### src/rtl/gdpsa_pkg.sv
package gdpsa_pkg;

   // ----------------------------------------
   // register map (4-bit register address)
   // ----------------------------------------
   localparam int          ADDR_W      = 4;
   localparam int          DATA_W      = 8;
   localparam logic [3:0]  REG_FUNC    = 4'hC;   // pin_function_select
   localparam logic [3:0]  REG_DIR     = 4'hD;   // pin_direction_bits
   localparam logic [3:0]  REG_LEVEL   = 4'hE;   // port_pin_levels
   localparam logic [7:0]  REG_RESET   = 8'h00;  // all three clear at reset

   // ----------------------------------------
   // command byte layout
   // ----------------------------------------
   localparam int          CMD_RD_BIT  = 7;      // 1 = read, 0 = write
   localparam int          CMD_ADDR_LO = 0;
   localparam logic [2:0]  BIT_LAST    = 3'h7;   // last bit of a byte

   // ----------------------------------------
   // pin positions on the shared port
   // ----------------------------------------
   localparam int          PIN_POS_REF_ZERO = 0; // pos_reference_pin_zero
   localparam int          PIN_NEG_REF_ZERO = 1; // neg_reference_pin_zero
   localparam int          PIN_AIN_LO       = 2; // analog_input_two..seven

   // ----------------------------------------
   // synchroniser lane layout
   // ----------------------------------------
   localparam int          SY_SCLK = 8;
   localparam int          SY_SEL  = 9;
   localparam int          SY_MOSI = 10;
   localparam int          SY_W    = 11;

   // ----------------------------------------
   // host power-on hold-off, master clocks
   // ----------------------------------------
   localparam int          POR_MCLK_CYCLES = 216;

   // frame phase
   typedef enum logic [1:0] {
      PH_CMD  = 2'b00,
      PH_DATA = 2'b01,
      PH_DONE = 2'b10
   } gdpsa_phase_t;

endpackage

### src/rtl/gdpsa_sync.sv
`timescale 1ns/1ps
module gdpsa_sync #(
   parameter int W = 11
) (
   // clock and reset
   input  wire logic         ref_clk,
   input  wire logic         reset,
   // raw asynchronous levels
   input  wire logic [W-1:0] async_in,
   // filtered levels
   output logic      [W-1:0] level
);

   // ----------------------------------------
   // state
   // ----------------------------------------
   typedef struct packed {
      logic [W-1:0] s1;   // first stage, read only by s2
      logic [W-1:0] s2;
      logic [W-1:0] s3;
      logic [W-1:0] lvl;  // last accepted level, held while stages disagree
   } gdpsa_sync_t;

   gdpsa_sync_t  st_q;
   gdpsa_sync_t  st_d;
   logic [W-1:0] agree;    // lanes whose stages two and three match
   logic [W-1:0] lvl_now;  // accepted level, built from flops only

   // a lane moves as soon as stages two and three agree; waiting for the
   // registered copy would cost a cycle and push read data past the
   // host's capturing edge at the fastest serial clock
   assign agree   = ~(st_q.s2 ^ st_q.s3);
   assign lvl_now = (st_q.s2 & agree) | (st_q.lvl & ~agree);

   // shift chain plus the held level
   always_comb begin
      st_d     = st_q;
      st_d.s1  = async_in;
      st_d.s2  = st_q.s1;
      st_d.s3  = st_q.s2;
      st_d.lvl = lvl_now;
   end

   // register the whole state
   always_ff @(posedge ref_clk or posedge reset) begin
      if (reset) begin
         st_q <= '0;
      end else begin
         st_q <= st_d;
      end
   end

   assign level = lvl_now;

endmodule

### src/rtl/gdpsa_top.sv
//Operation
// - output pins driven from stored level bits
// - input pins read back their live level
// - writes only store bits, inputs unaffected
// - zero is low, one high; reset clears
// - bits 7..2 analog, 1 neg, 0 pos reference
// - serial mode 1, clock idles low
// - serial data changes on rising clock edge
// - serial data captured on falling clock edge
// - function select bit: 1 digital, 0 analog
// - direction bit: 0 output, 1 input
// - level register sits at offset 0Eh
`timescale 1ns/1ps
module gdpsa_top (
   // clock and reset
   input  wire logic       ref_clk,
   input  wire logic       reset,
   // serial register port
   input  wire logic       sclk,
   input  wire logic       cs_n,
   input  wire logic       mosi,
   output logic            miso,
   output logic            miso_oe,
   // shared port pins
   input  wire logic [7:0] pin_in,
   output logic      [7:0] pin_out,
   output logic      [7:0] pin_oe
);

   // ----------------------------------------
   // state
   // ----------------------------------------
   typedef struct packed {
      logic [7:0]            func;      // pin_function_select
      logic [7:0]            dir;       // pin_direction_bits
      logic [7:0]            level;     // pin_level_bits
      logic [7:0]            shift;     // receive shifter
      logic [7:0]            tx;        // transmit shifter
      logic [7:0]            cmd;       // latched command byte
      logic [2:0]            bitcnt;    // bit within byte
      gdpsa_pkg::gdpsa_phase_t phase;
      logic                  sclk_prev; // for edge finding
      logic                  miso;
      logic                  miso_oe;
      logic [7:0]            pin_out;
      logic [7:0]            pin_oe;
   } gdpsa_state_t;

   gdpsa_state_t st_q;
   gdpsa_state_t st_d;

   // ----------------------------------------
   // input synchronisers
   // ----------------------------------------
   logic [gdpsa_pkg::SY_W-1:0] sy;       // filtered inputs

   // chip select inverted first so the reset value means idle
   gdpsa_sync #(
      .W (gdpsa_pkg::SY_W)
   ) u_sync (
      .ref_clk  (ref_clk),
      .reset    (reset),
      .async_in ({mosi, ~cs_n, sclk, pin_in}),
      .level    (sy)
   );

   logic       sclk_lvl;   // filtered serial clock
   logic       sel;        // frame active
   logic       mosi_lvl;   // filtered serial data in
   logic [7:0] pin_lvl;    // filtered pin levels
   logic       rise;       // serial clock rising
   logic       fall;       // serial clock falling
   logic       byte_end;   // last falling edge of a byte
   logic [7:0] rx_byte;    // byte completed this cycle
   logic [3:0] cmd_addr;   // latched register address
   logic       wr_level;   // write strobe to level register

   assign sclk_lvl = sy[gdpsa_pkg::SY_SCLK];
   assign sel      = sy[gdpsa_pkg::SY_SEL];
   assign mosi_lvl = sy[gdpsa_pkg::SY_MOSI];
   assign pin_lvl  = sy[7:0];
   assign rise     = sclk_lvl & ~st_q.sclk_prev;
   assign fall     = ~sclk_lvl & st_q.sclk_prev;
   assign byte_end = sel & fall & (st_q.bitcnt == gdpsa_pkg::BIT_LAST);
   assign rx_byte  = {st_q.shift[6:0], mosi_lvl};
   assign cmd_addr = st_q.cmd[gdpsa_pkg::CMD_ADDR_LO +: gdpsa_pkg::ADDR_W];
   assign wr_level = byte_end && (st_q.phase == gdpsa_pkg::PH_DATA)
                     && !st_q.cmd[gdpsa_pkg::CMD_RD_BIT] && (cmd_addr == gdpsa_pkg::REG_LEVEL);

   // ----------------------------------------
   // register read decode
   // ----------------------------------------
   // unmapped addresses read as zero
   function automatic logic [7:0] reg_read(input logic [3:0] addr, input logic [7:0] func,
                                           input logic [7:0] dir, input logic [7:0] level,
                                           input logic [7:0] pins);
      logic [7:0] r;
      r = gdpsa_pkg::REG_RESET;
      if (addr == gdpsa_pkg::REG_FUNC) begin
         r = func;
      end else if (addr == gdpsa_pkg::REG_DIR) begin
         r = dir;
      end else if (addr == gdpsa_pkg::REG_LEVEL) begin
         r = (dir & pins) | (~dir & level);
      end
      return r;
   endfunction

   // ----------------------------------------
   // next-state logic
   // ----------------------------------------
   always_comb begin
      st_d           = st_q;
      st_d.sclk_prev = sclk_lvl;
      // port pins follow the stored bits; analog pins stay undriven
      st_d.pin_out   = st_q.level;
      st_d.pin_oe    = st_q.func & ~st_q.dir;
      if (!sel) begin
         // idle: frame state cleared, data out released
         st_d.phase   = gdpsa_pkg::PH_CMD;
         st_d.bitcnt  = 3'h0;
         st_d.miso    = 1'b0;
         st_d.miso_oe = 1'b0;
      end else begin
         st_d.miso_oe = 1'b1;
         // launch read data on rising edges only
         if (rise && st_q.phase == gdpsa_pkg::PH_DATA && st_q.cmd[gdpsa_pkg::CMD_RD_BIT]) begin
            st_d.miso = st_q.tx[7];
            st_d.tx   = {st_q.tx[6:0], 1'b0};
         end
         // capture on falling edges only
         if (fall) begin
            st_d.shift  = rx_byte;
            st_d.bitcnt = st_q.bitcnt + 3'h1;
         end
         if (byte_end) begin
            unique case (st_q.phase)
               gdpsa_pkg::PH_CMD: begin
                  // read data frozen here, first bit leaves on next rise
                  st_d.cmd   = rx_byte;
                  st_d.tx    = reg_read(rx_byte[gdpsa_pkg::CMD_ADDR_LO +: gdpsa_pkg::ADDR_W],
                                        st_q.func, st_q.dir, st_q.level, pin_lvl);
                  st_d.phase = gdpsa_pkg::PH_DATA;
               end
               gdpsa_pkg::PH_DATA: begin
                  if (!st_q.cmd[gdpsa_pkg::CMD_RD_BIT]) begin
                     // a write only stores; pin state comes from func, dir and level
                     if (cmd_addr == gdpsa_pkg::REG_FUNC) begin
                        st_d.func = rx_byte;
                     end else if (cmd_addr == gdpsa_pkg::REG_DIR) begin
                        st_d.dir = rx_byte;
                     end else if (cmd_addr == gdpsa_pkg::REG_LEVEL) begin
                        st_d.level = rx_byte;
                     end
                  end
                  st_d.phase = gdpsa_pkg::PH_DONE;
               end
               gdpsa_pkg::PH_DONE: begin
                  // extra bytes in a frame are ignored
                  st_d.phase = gdpsa_pkg::PH_DONE;
               end
               default: begin
                  st_d.phase = gdpsa_pkg::PH_CMD;
               end
            endcase
         end
      end
   end

   // register the whole state; everything clears to zero
   always_ff @(posedge ref_clk or posedge reset) begin
      if (reset) begin
         st_q <= '0;
      end else begin
         st_q <= st_d;
      end
   end

   // ----------------------------------------
   // outputs, straight from flops
   // ----------------------------------------
   assign miso    = st_q.miso;
   assign miso_oe = st_q.miso_oe;
   assign pin_out = st_q.pin_out;
   assign pin_oe  = st_q.pin_oe;

   // ----------------------------------------
   // assertions
   // ----------------------------------------
   // helper: value that a read of the level register would load
   logic [7:0] rd_level_now;
   assign rd_level_now = (st_q.dir & pin_lvl) | (~st_q.dir & st_q.level);
endmodule

### config.mk
export PLATFORM = sky130hd
export DESIGN_NAME = gdpsa_top
export DESIGN_NICKNAME = d
export VERILOG_FILES = /design/src/rtl/gdpsa_pkg.sv /design/src/rtl/gdpsa_sync.sv /design/src/rtl/gdpsa_top.sv
export SDC_FILE = /design/constraint.sdc
export NUM_CORES = 1
export LEC_CHECK = 0
export CORE_UTILIZATION = 45
export CTS_CLUSTER_DIAMETER = 40
export CTS_CLUSTER_SIZE = 8
export DETAILED_ROUTE_END_ITERATION = 8
export DONT_BUFFER_PORTS = 1
export GPL_TIMING_DRIVEN = 0
export SYNTH_ARGS = -nofsm -noshare
export SYNTH_HDL_FRONTEND = slang
export SYNTH_SLANG_ARGS = --single-unit
### constraint.sdc
create_clock -name ref_clk -period 4.4 [get_ports ref_clk]
set_input_delay 0.22 -clock ref_clk [delete_from_list [all_inputs] [get_ports ref_clk]]
set_output_delay 0.22 -clock ref_clk [all_outputs]
set_load 0.01 [all_outputs]
==> impl_metrics.toml, run 1 <==
[synth]
synth_cell_types = 39
netlist_area_sq_mm = 0.004180
seq_area_frac_synth_pct = 65.85
synthesis.nets = 300
synth_edf_count = 0
yosysTopAreaCell = "dfrtp_1"
syn_inst = 283
yosysTopAreaCellShare_pct = 65.85
yosys_warnings = 0
ys_ff_latch = 110
async_flop_share_pct = 100.0
synth_area_per_cell_sq_um = 14.77
yosys-top-cells-area = "dfrtp_1 (66%), mux2_2 (11%), buf_4 (3.1%)"
synth_flop_cell = "dfrtp_1"

[placement]
gp_congestion = 0.8107
preCtsSetupSlack_ps = 2110
portBuffers = 0
hpwlAfterDp_mm = 4.365

[sta]
rsz0062_at_grt = "false"
maxSlewViolCount = 0
hold_viol = 0
worstMarginPinSlew_ps = 631.1
fin_setup_tns_ps = 0
worst_slew_margin_rel_pct = 57.88
setup_viol = 0
max_freq_mhz = 435.9
fin_crit_sh_pct = 52.14
fin_skew_ps = 15.44
timing.final.ws_setup_ps = 2106
fin_crit_ps = 2294

[detailed_routing]
drt-initial-drc-count = 89
drtAntennaViolNets = 0
num_vias = 2202
route.detailed.drc = 0
drt_wl_total_mm = 6.729
drt_first_pass_iters = 6
wire_per_inst_microns = 16.02
routed_via_density = 5.243

[floorplan]
start_util_pct = 47.24
dieHeight_microns = 98.38
num_rows = 34
core_sq_mm = 0.008848
die_area_sq_mm = 0.009679
die_w_microns = 98.38
num_io_pins = 31

[setup_path]
worstSetupStartpoint = "st_q[21]$_DFFE_PP0P_"
critPathKind = "reg -> reg"
ff2ff_setup_slack_ps = 2110
r2r-start = "st_q[21]$_DFFE_PP0P_"
cp-end-kind = "flip-flop"
critPathMaxFanout = 8
worstPathArrival_ps = 2550
critical_path_required_ps = 4650
worstSetupStartpointType = "flip-flop"

[clock_network]
cts.path.max_buffers = 2
clk_root_buffer_cell = "clkbuf_8"
cts.clk_slew.worst_paths_ps = 90
cts_sinks = 110
cts_tree = "done"
clkLatencyLatePin_ps = 370
cts.repair.resized = 0
htree_levels = 3
cts_buffers = 9
post_cts_buffers = 0

[power_and_ir_drop]
power.leakage_nw = 2.196
finalPower_w = 0.001820
vdd_drop_max_mv = 0.1565
power.density_mw_per_mm2 = 390.3

[hold_path]
min_from = "u_sync.st_d[30]$_DFF_PP0_"
hold_path_class = "reg -> reg"

[global_routing]
grt_pass1_vias = 2236
grt_use_total_pct = 15.89
antenna_found_initial = 0
grt_max_degree = 64
grt_pass1_wl_mm = 11.52
grt-ovfl-total = 0

[run_status]
status = "finished, final reports clean"

[cells_and_area]
syn_to_final_growth_pct = 11.58
final_common_cell = "dfrtp_1"
layout_common_cells = "dfrtp_1 (110), mux2_2 (42), buf_4 (17)"
layout-drive-gt1-share_pct = 28.85
fin_nets = 324
antenna_cells = 0

[flow_run]
drv_cap = 0
path summary, 6_finish.rpt:
check | to | depth (start not counted)
min reg2reg | u_sync.st_d[19]$_DFF_PP0_ | 0
max | st_q[60]$_DFFE_PP0P_ | 6
min | u_sync.st_d[19]$_DFF_PP0_ | 0
max in group asynchronous | u_sync.st_q[4]$_DFF_PP0_ | 3
min in group asynchronous | u_sync.st_d[31]$_DFF_PP0_ | 2
max reg2reg | st_q[60]$_DFFE_PP0P_ | 6
logic make-up (layout without fill, tap and decap cells):
group                    count (synthesis)  count (layout)  synth area share, %
flip-flops                             110             110                65.85
AND/OR/NAND/NOR                         55              55                8.681
multiplexers                            46              46                12.30
buffers and inverters                   34              63                4.639
AO/OA/AOI/OAI                           24              24                4.968
adder cells (fa/ha/maj)                 13              13                3.352
XOR/XNOR                                 1               1               0.2096
flip-flops by register name, indices dropped and copies added, names as in the netlist:
signal,cells
cmd_addr,4
miso,1
pin_oe,8
pin_out,8
rx_byte,7
st_d,8
st_q,30
u_sync.st_d,22
u_sync.st_q,22
layout make-up:
type / count / area (sq um)
buffer: 25 / 160.2
clock buffer: 10 / 127.6
tap: 108 / 135.1
inverter: 9 / 36.28
multi-input combinational: 139 / 1234
timing repair buffer: 13 / 147.6
clock inverter: 6 / 71.32
sequential: 110 / 2753
fill: 786 / 4184
metal layers:
metal  track usage (%)  wire, microns  part of all wire [%]  vias up
met5                 0              0                     0        -
met4             7.118            120                   1.8        0
met3             4.939            245                   3.6       11
met2             24.54           3223                    48       43
met1             20.72           3140                    47     1122
li1                  -              -                     -     1026
power by group:
| group | internal [W] | leakage, nW | switching [W] |
|---|---|---|---|
| combinational | 0.0000504 | 0.673 | 0.0000898 |
| sequential | 0.00106 | 1.43 | 0.0000232 |
| clock | 0.000267 | 0.0931 | 0.000334 |
Yosys cell counts (2+ instances only):
cell type / instances
dfrtp_1: 110
mux2_2: 42
buf_4: 17
nand2_1: 10
maj3_1: 9
nor2b_1: 9
inv_1: 8
nor2_1: 8
and3_1: 7
clkbuf_1: 6
a2111o_1: 5
nor3b_1: 5
o221a_2: 5
ha_1: 4
a21oi_1: 3
mux2i_1: 3
nand3_1: 3
o21ai_0: 3
a211oi_1: 2
a21o_1: 2
a222oi_1: 2
nor3_1: 2
nor3b_4: 2
what timing repair did:
action | in CTS | in global routing
endpoints found under the hold margin | 58 | 0
hold buffers | 12 | 0
setup endpoints to repair | 0 | 0
worst max-delay path, stage by stage (launching register included):
cell and delay (ps):
dfrtp_1 370, ha_1 150, ha_1 230, and4b_1 260, nand4_4 170, nor3b_4 580
mux2_2 410
metrics by stage:
step           cell area, sq um  cells  utilization (%)  hold WS (ps)
2_1_floorplan              4180    283                -         251.4
3_3_place_gp               4315    391            48.77         251.5
3_5_place_dp               4345    392            49.11         213.6
4_1_cts                    4664    420            52.71         357.4
5_1_grt                    4664    420            52.71         361.4
6_report                   4664    420            52.71         355.4
Power figures use the tool's default switching activity.
==> run 2: changes to the inputs <==
Clock period 4.4 ns to 2.2 ns, I/O delays scaled along.
==> impl_metrics.toml, run 2 (synthesized netlist as in run 1, its figures left out) <==
[run_status]
status = "finished, final reports clean"

[sta]
worstMarginPinSlew_ps = 557.9
fin_crit_sh_pct = 93.72
rsz0062_at_grt = "false"
hold_viol = 0
fin_skew_ps = 5.929
maxSlewViolCount = 0
max_freq_mhz = 485.0
setup_viol = 0
worst_slew_margin_rel_pct = 62.67
holdWs_ps = 107.4
fin_crit_ps = 2062

[cells_and_area]
final_common_cell = "dfrtp_1"
largest_register_ffs = 30
multi_input_area_sq_mm = 0.001234
fillers = 765
layout-drive-gt1-share_pct = 30.94
top_register = "st_q"
antenna_cells = 0
syn_to_final_growth_pct = 13.59
regArea_sq_mm = 0.002753
fin_nets = 332
layout_common_cells = "dfrtp_1 (110), mux2_2 (42), buf_4 (23)"

[global_routing]
grt_busiest_layer = "met2"
grt_pass1_vias = 2340
use_met3_pct = 4.295
grt_pass1_wl_mm = 11.89
grtUsageMet2_pct = 24.65
antenna_found_initial = 0
met1_usage_pct = 21.52
grt-ovfl-total = 0
grt_max_degree = 43
grt_use_total_pct = 16.00

[floorplan]
die_area_sq_mm = 0.009679
num_io_pins = 31
dieHeight_microns = 98.38
die_w_microns = 98.38
num_rows = 34
start_util_pct = 47.24
core_sq_mm = 0.008848

[detailed_routing]
route.detailed.drc = 0
drt_first_pass_iters = 6
drt-initial-drc-count = 81
routed_via_density = 5.315
drtAntennaViolNets = 0
drt_wl_total_mm = 6.767
wire_per_inst_microns = 15.81
num_vias = 2275

[placement]
portBuffers = 0
hpwlAfterDp_mm = 4.477
gp_congestion = 0.8212

[setup_path]
cp-end-kind = "flip-flop"
path_cells = "ha_1 > ha_1 > and4b_1 > nand4_4 > nor3b_4 > buf_4 > mux2_2"
critical_path_buf_inv_count = 1
critPathKind = "reg -> reg"
critical_path_required_ps = 2460
ff2ff_path_depth = 7
max_stage_delay_ps = 380
worstSetupStartpointType = "flip-flop"
critPathMaxFanout = 5
cpMostUsedCell = "ha_1"
cp.depth = 7
cpMaxStageDelayCell = "dfrtp_1"
worstPathArrival_ps = 2320
cp_top_family = "simple AND/OR/NAND/NOR gates"

[clock_network]
clkLatencyLatePin_ps = 370
cts_buffers = 9
cts_tree = "done"
htree_levels = 3
clk_root_buffer_cell = "clkbuf_8"
cts.repair.resized = 0
cts.path.max_buffers = 2
cts_sinks = 110
cts.clk_slew.worst_paths_ps = 100

[flow_run]
drv_cap = 0

[power_and_ir_drop]
power.density_mw_per_mm2 = 777.3
finalPower_w = 0.003691
power.leakage_nw = 2.249
vdd_drop_max_mv = 0.3511

[hold_path]
hold_path_class = "in -> async"
run 2: changes by cell type in the layout (fill, tap and decap cells not counted):
| cell | previous run | this run |
|---|---|---|
| clkinv_2 | 0 | 1 |
| inv_4 | 1 | 0 |
| inv_8 | 0 | 1 |
| inv_6 | 1 | 2 |
| buf_4 | 17 | 23 |
| clkbuf_1 | 7 | 6 |
| buf_12 | 0 | 3 |
| buf_16 | 1 | 0 |
| clkinv_4 | 2 | 1 |
run 2: metrics by stage:
step	cell area [sq um]	util (%)	instances	setup TNS [ps]	worst slack, ps
6_report	4748	53.66	428	0	138.1
5_1_grt	4748	53.66	428	0	17.33
4_1_cts	4733	53.49	426	0	44.18
3_5_place_dp	4379	49.49	394	-1244	-96.89
3_3_place_gp	4319	48.81	391	-1148	-89.98
2_1_floorplan	4184	-	283	0	253.6
run 2: final timing paths:
path,slack [ps],start,to
min reg2reg,360,u_sync.st_d[22]$_DFF_PP0_,u_sync.st_d[11]$_DFF_PP0_
min in group ref_clk,290,pin_in[1],u_sync.st_d[23]$_DFF_PP0_
min,110,reset,u_sync.st_d[23]$_DFF_PP0_
max reg2reg,140,st_q[21]$_DFFE_PP0P_,st_q[62]$_DFFE_PP0P_
max,140,st_q[21]$_DFFE_PP0P_,st_q[62]$_DFFE_PP0P_
max in group asynchronous,1470,reset,st_q[39]$_DFFE_PP0N_
run 2: area by class of cell:
class	instances	area share, %
Sequential cell	110	57.97
Multi-Input combinational cell	139	25.98
Timing Repair Buffer	21	4.743
Buffer	25	3.373
Tap cell	108	2.846
Clock buffer	9	2.609
Clock inverter	7	1.686
Inverter	9	0.7905
run 2: timing repair:
item | CTS | global route
endpoints found under the hold margin | 121 | 0
gates cloned | 0 | 0
buffers inserted | 4 | 2
hold buffers | 12 | 0
endpoints found under the setup margin | 16 | 8
pin swaps | 2 | 1
run 2: report_power, final:
group / switching, W / internal, W / leakage, nW / total (W)
clock: 0.000700 / 0.000543 / 0.102 / 0.00124
sequential: 0.0000485 / 0.00211 / 1.43 / 0.00216
combinational: 0.000183 / 0.000106 / 0.717 / 0.000289
total: 0.000931 / 0.00276 / 2.25 / 0.00369
run 2: per-layer routing:
layer	share of wire, %	up-vias
li1	-	1047
met1	47	1168
met2	48	45
met3	3.5	15
met4	1.9	0
met5	0	-
run 2: worst register-to-register path: cells and delay by family (launching register included):
kind / cells / cell delay (ps)
fa+ha+maj: 2 / 370
buf+inv: 1 / 200
flops: 1 / 380
mux: 1 / 340
simple gates: 3 / 660
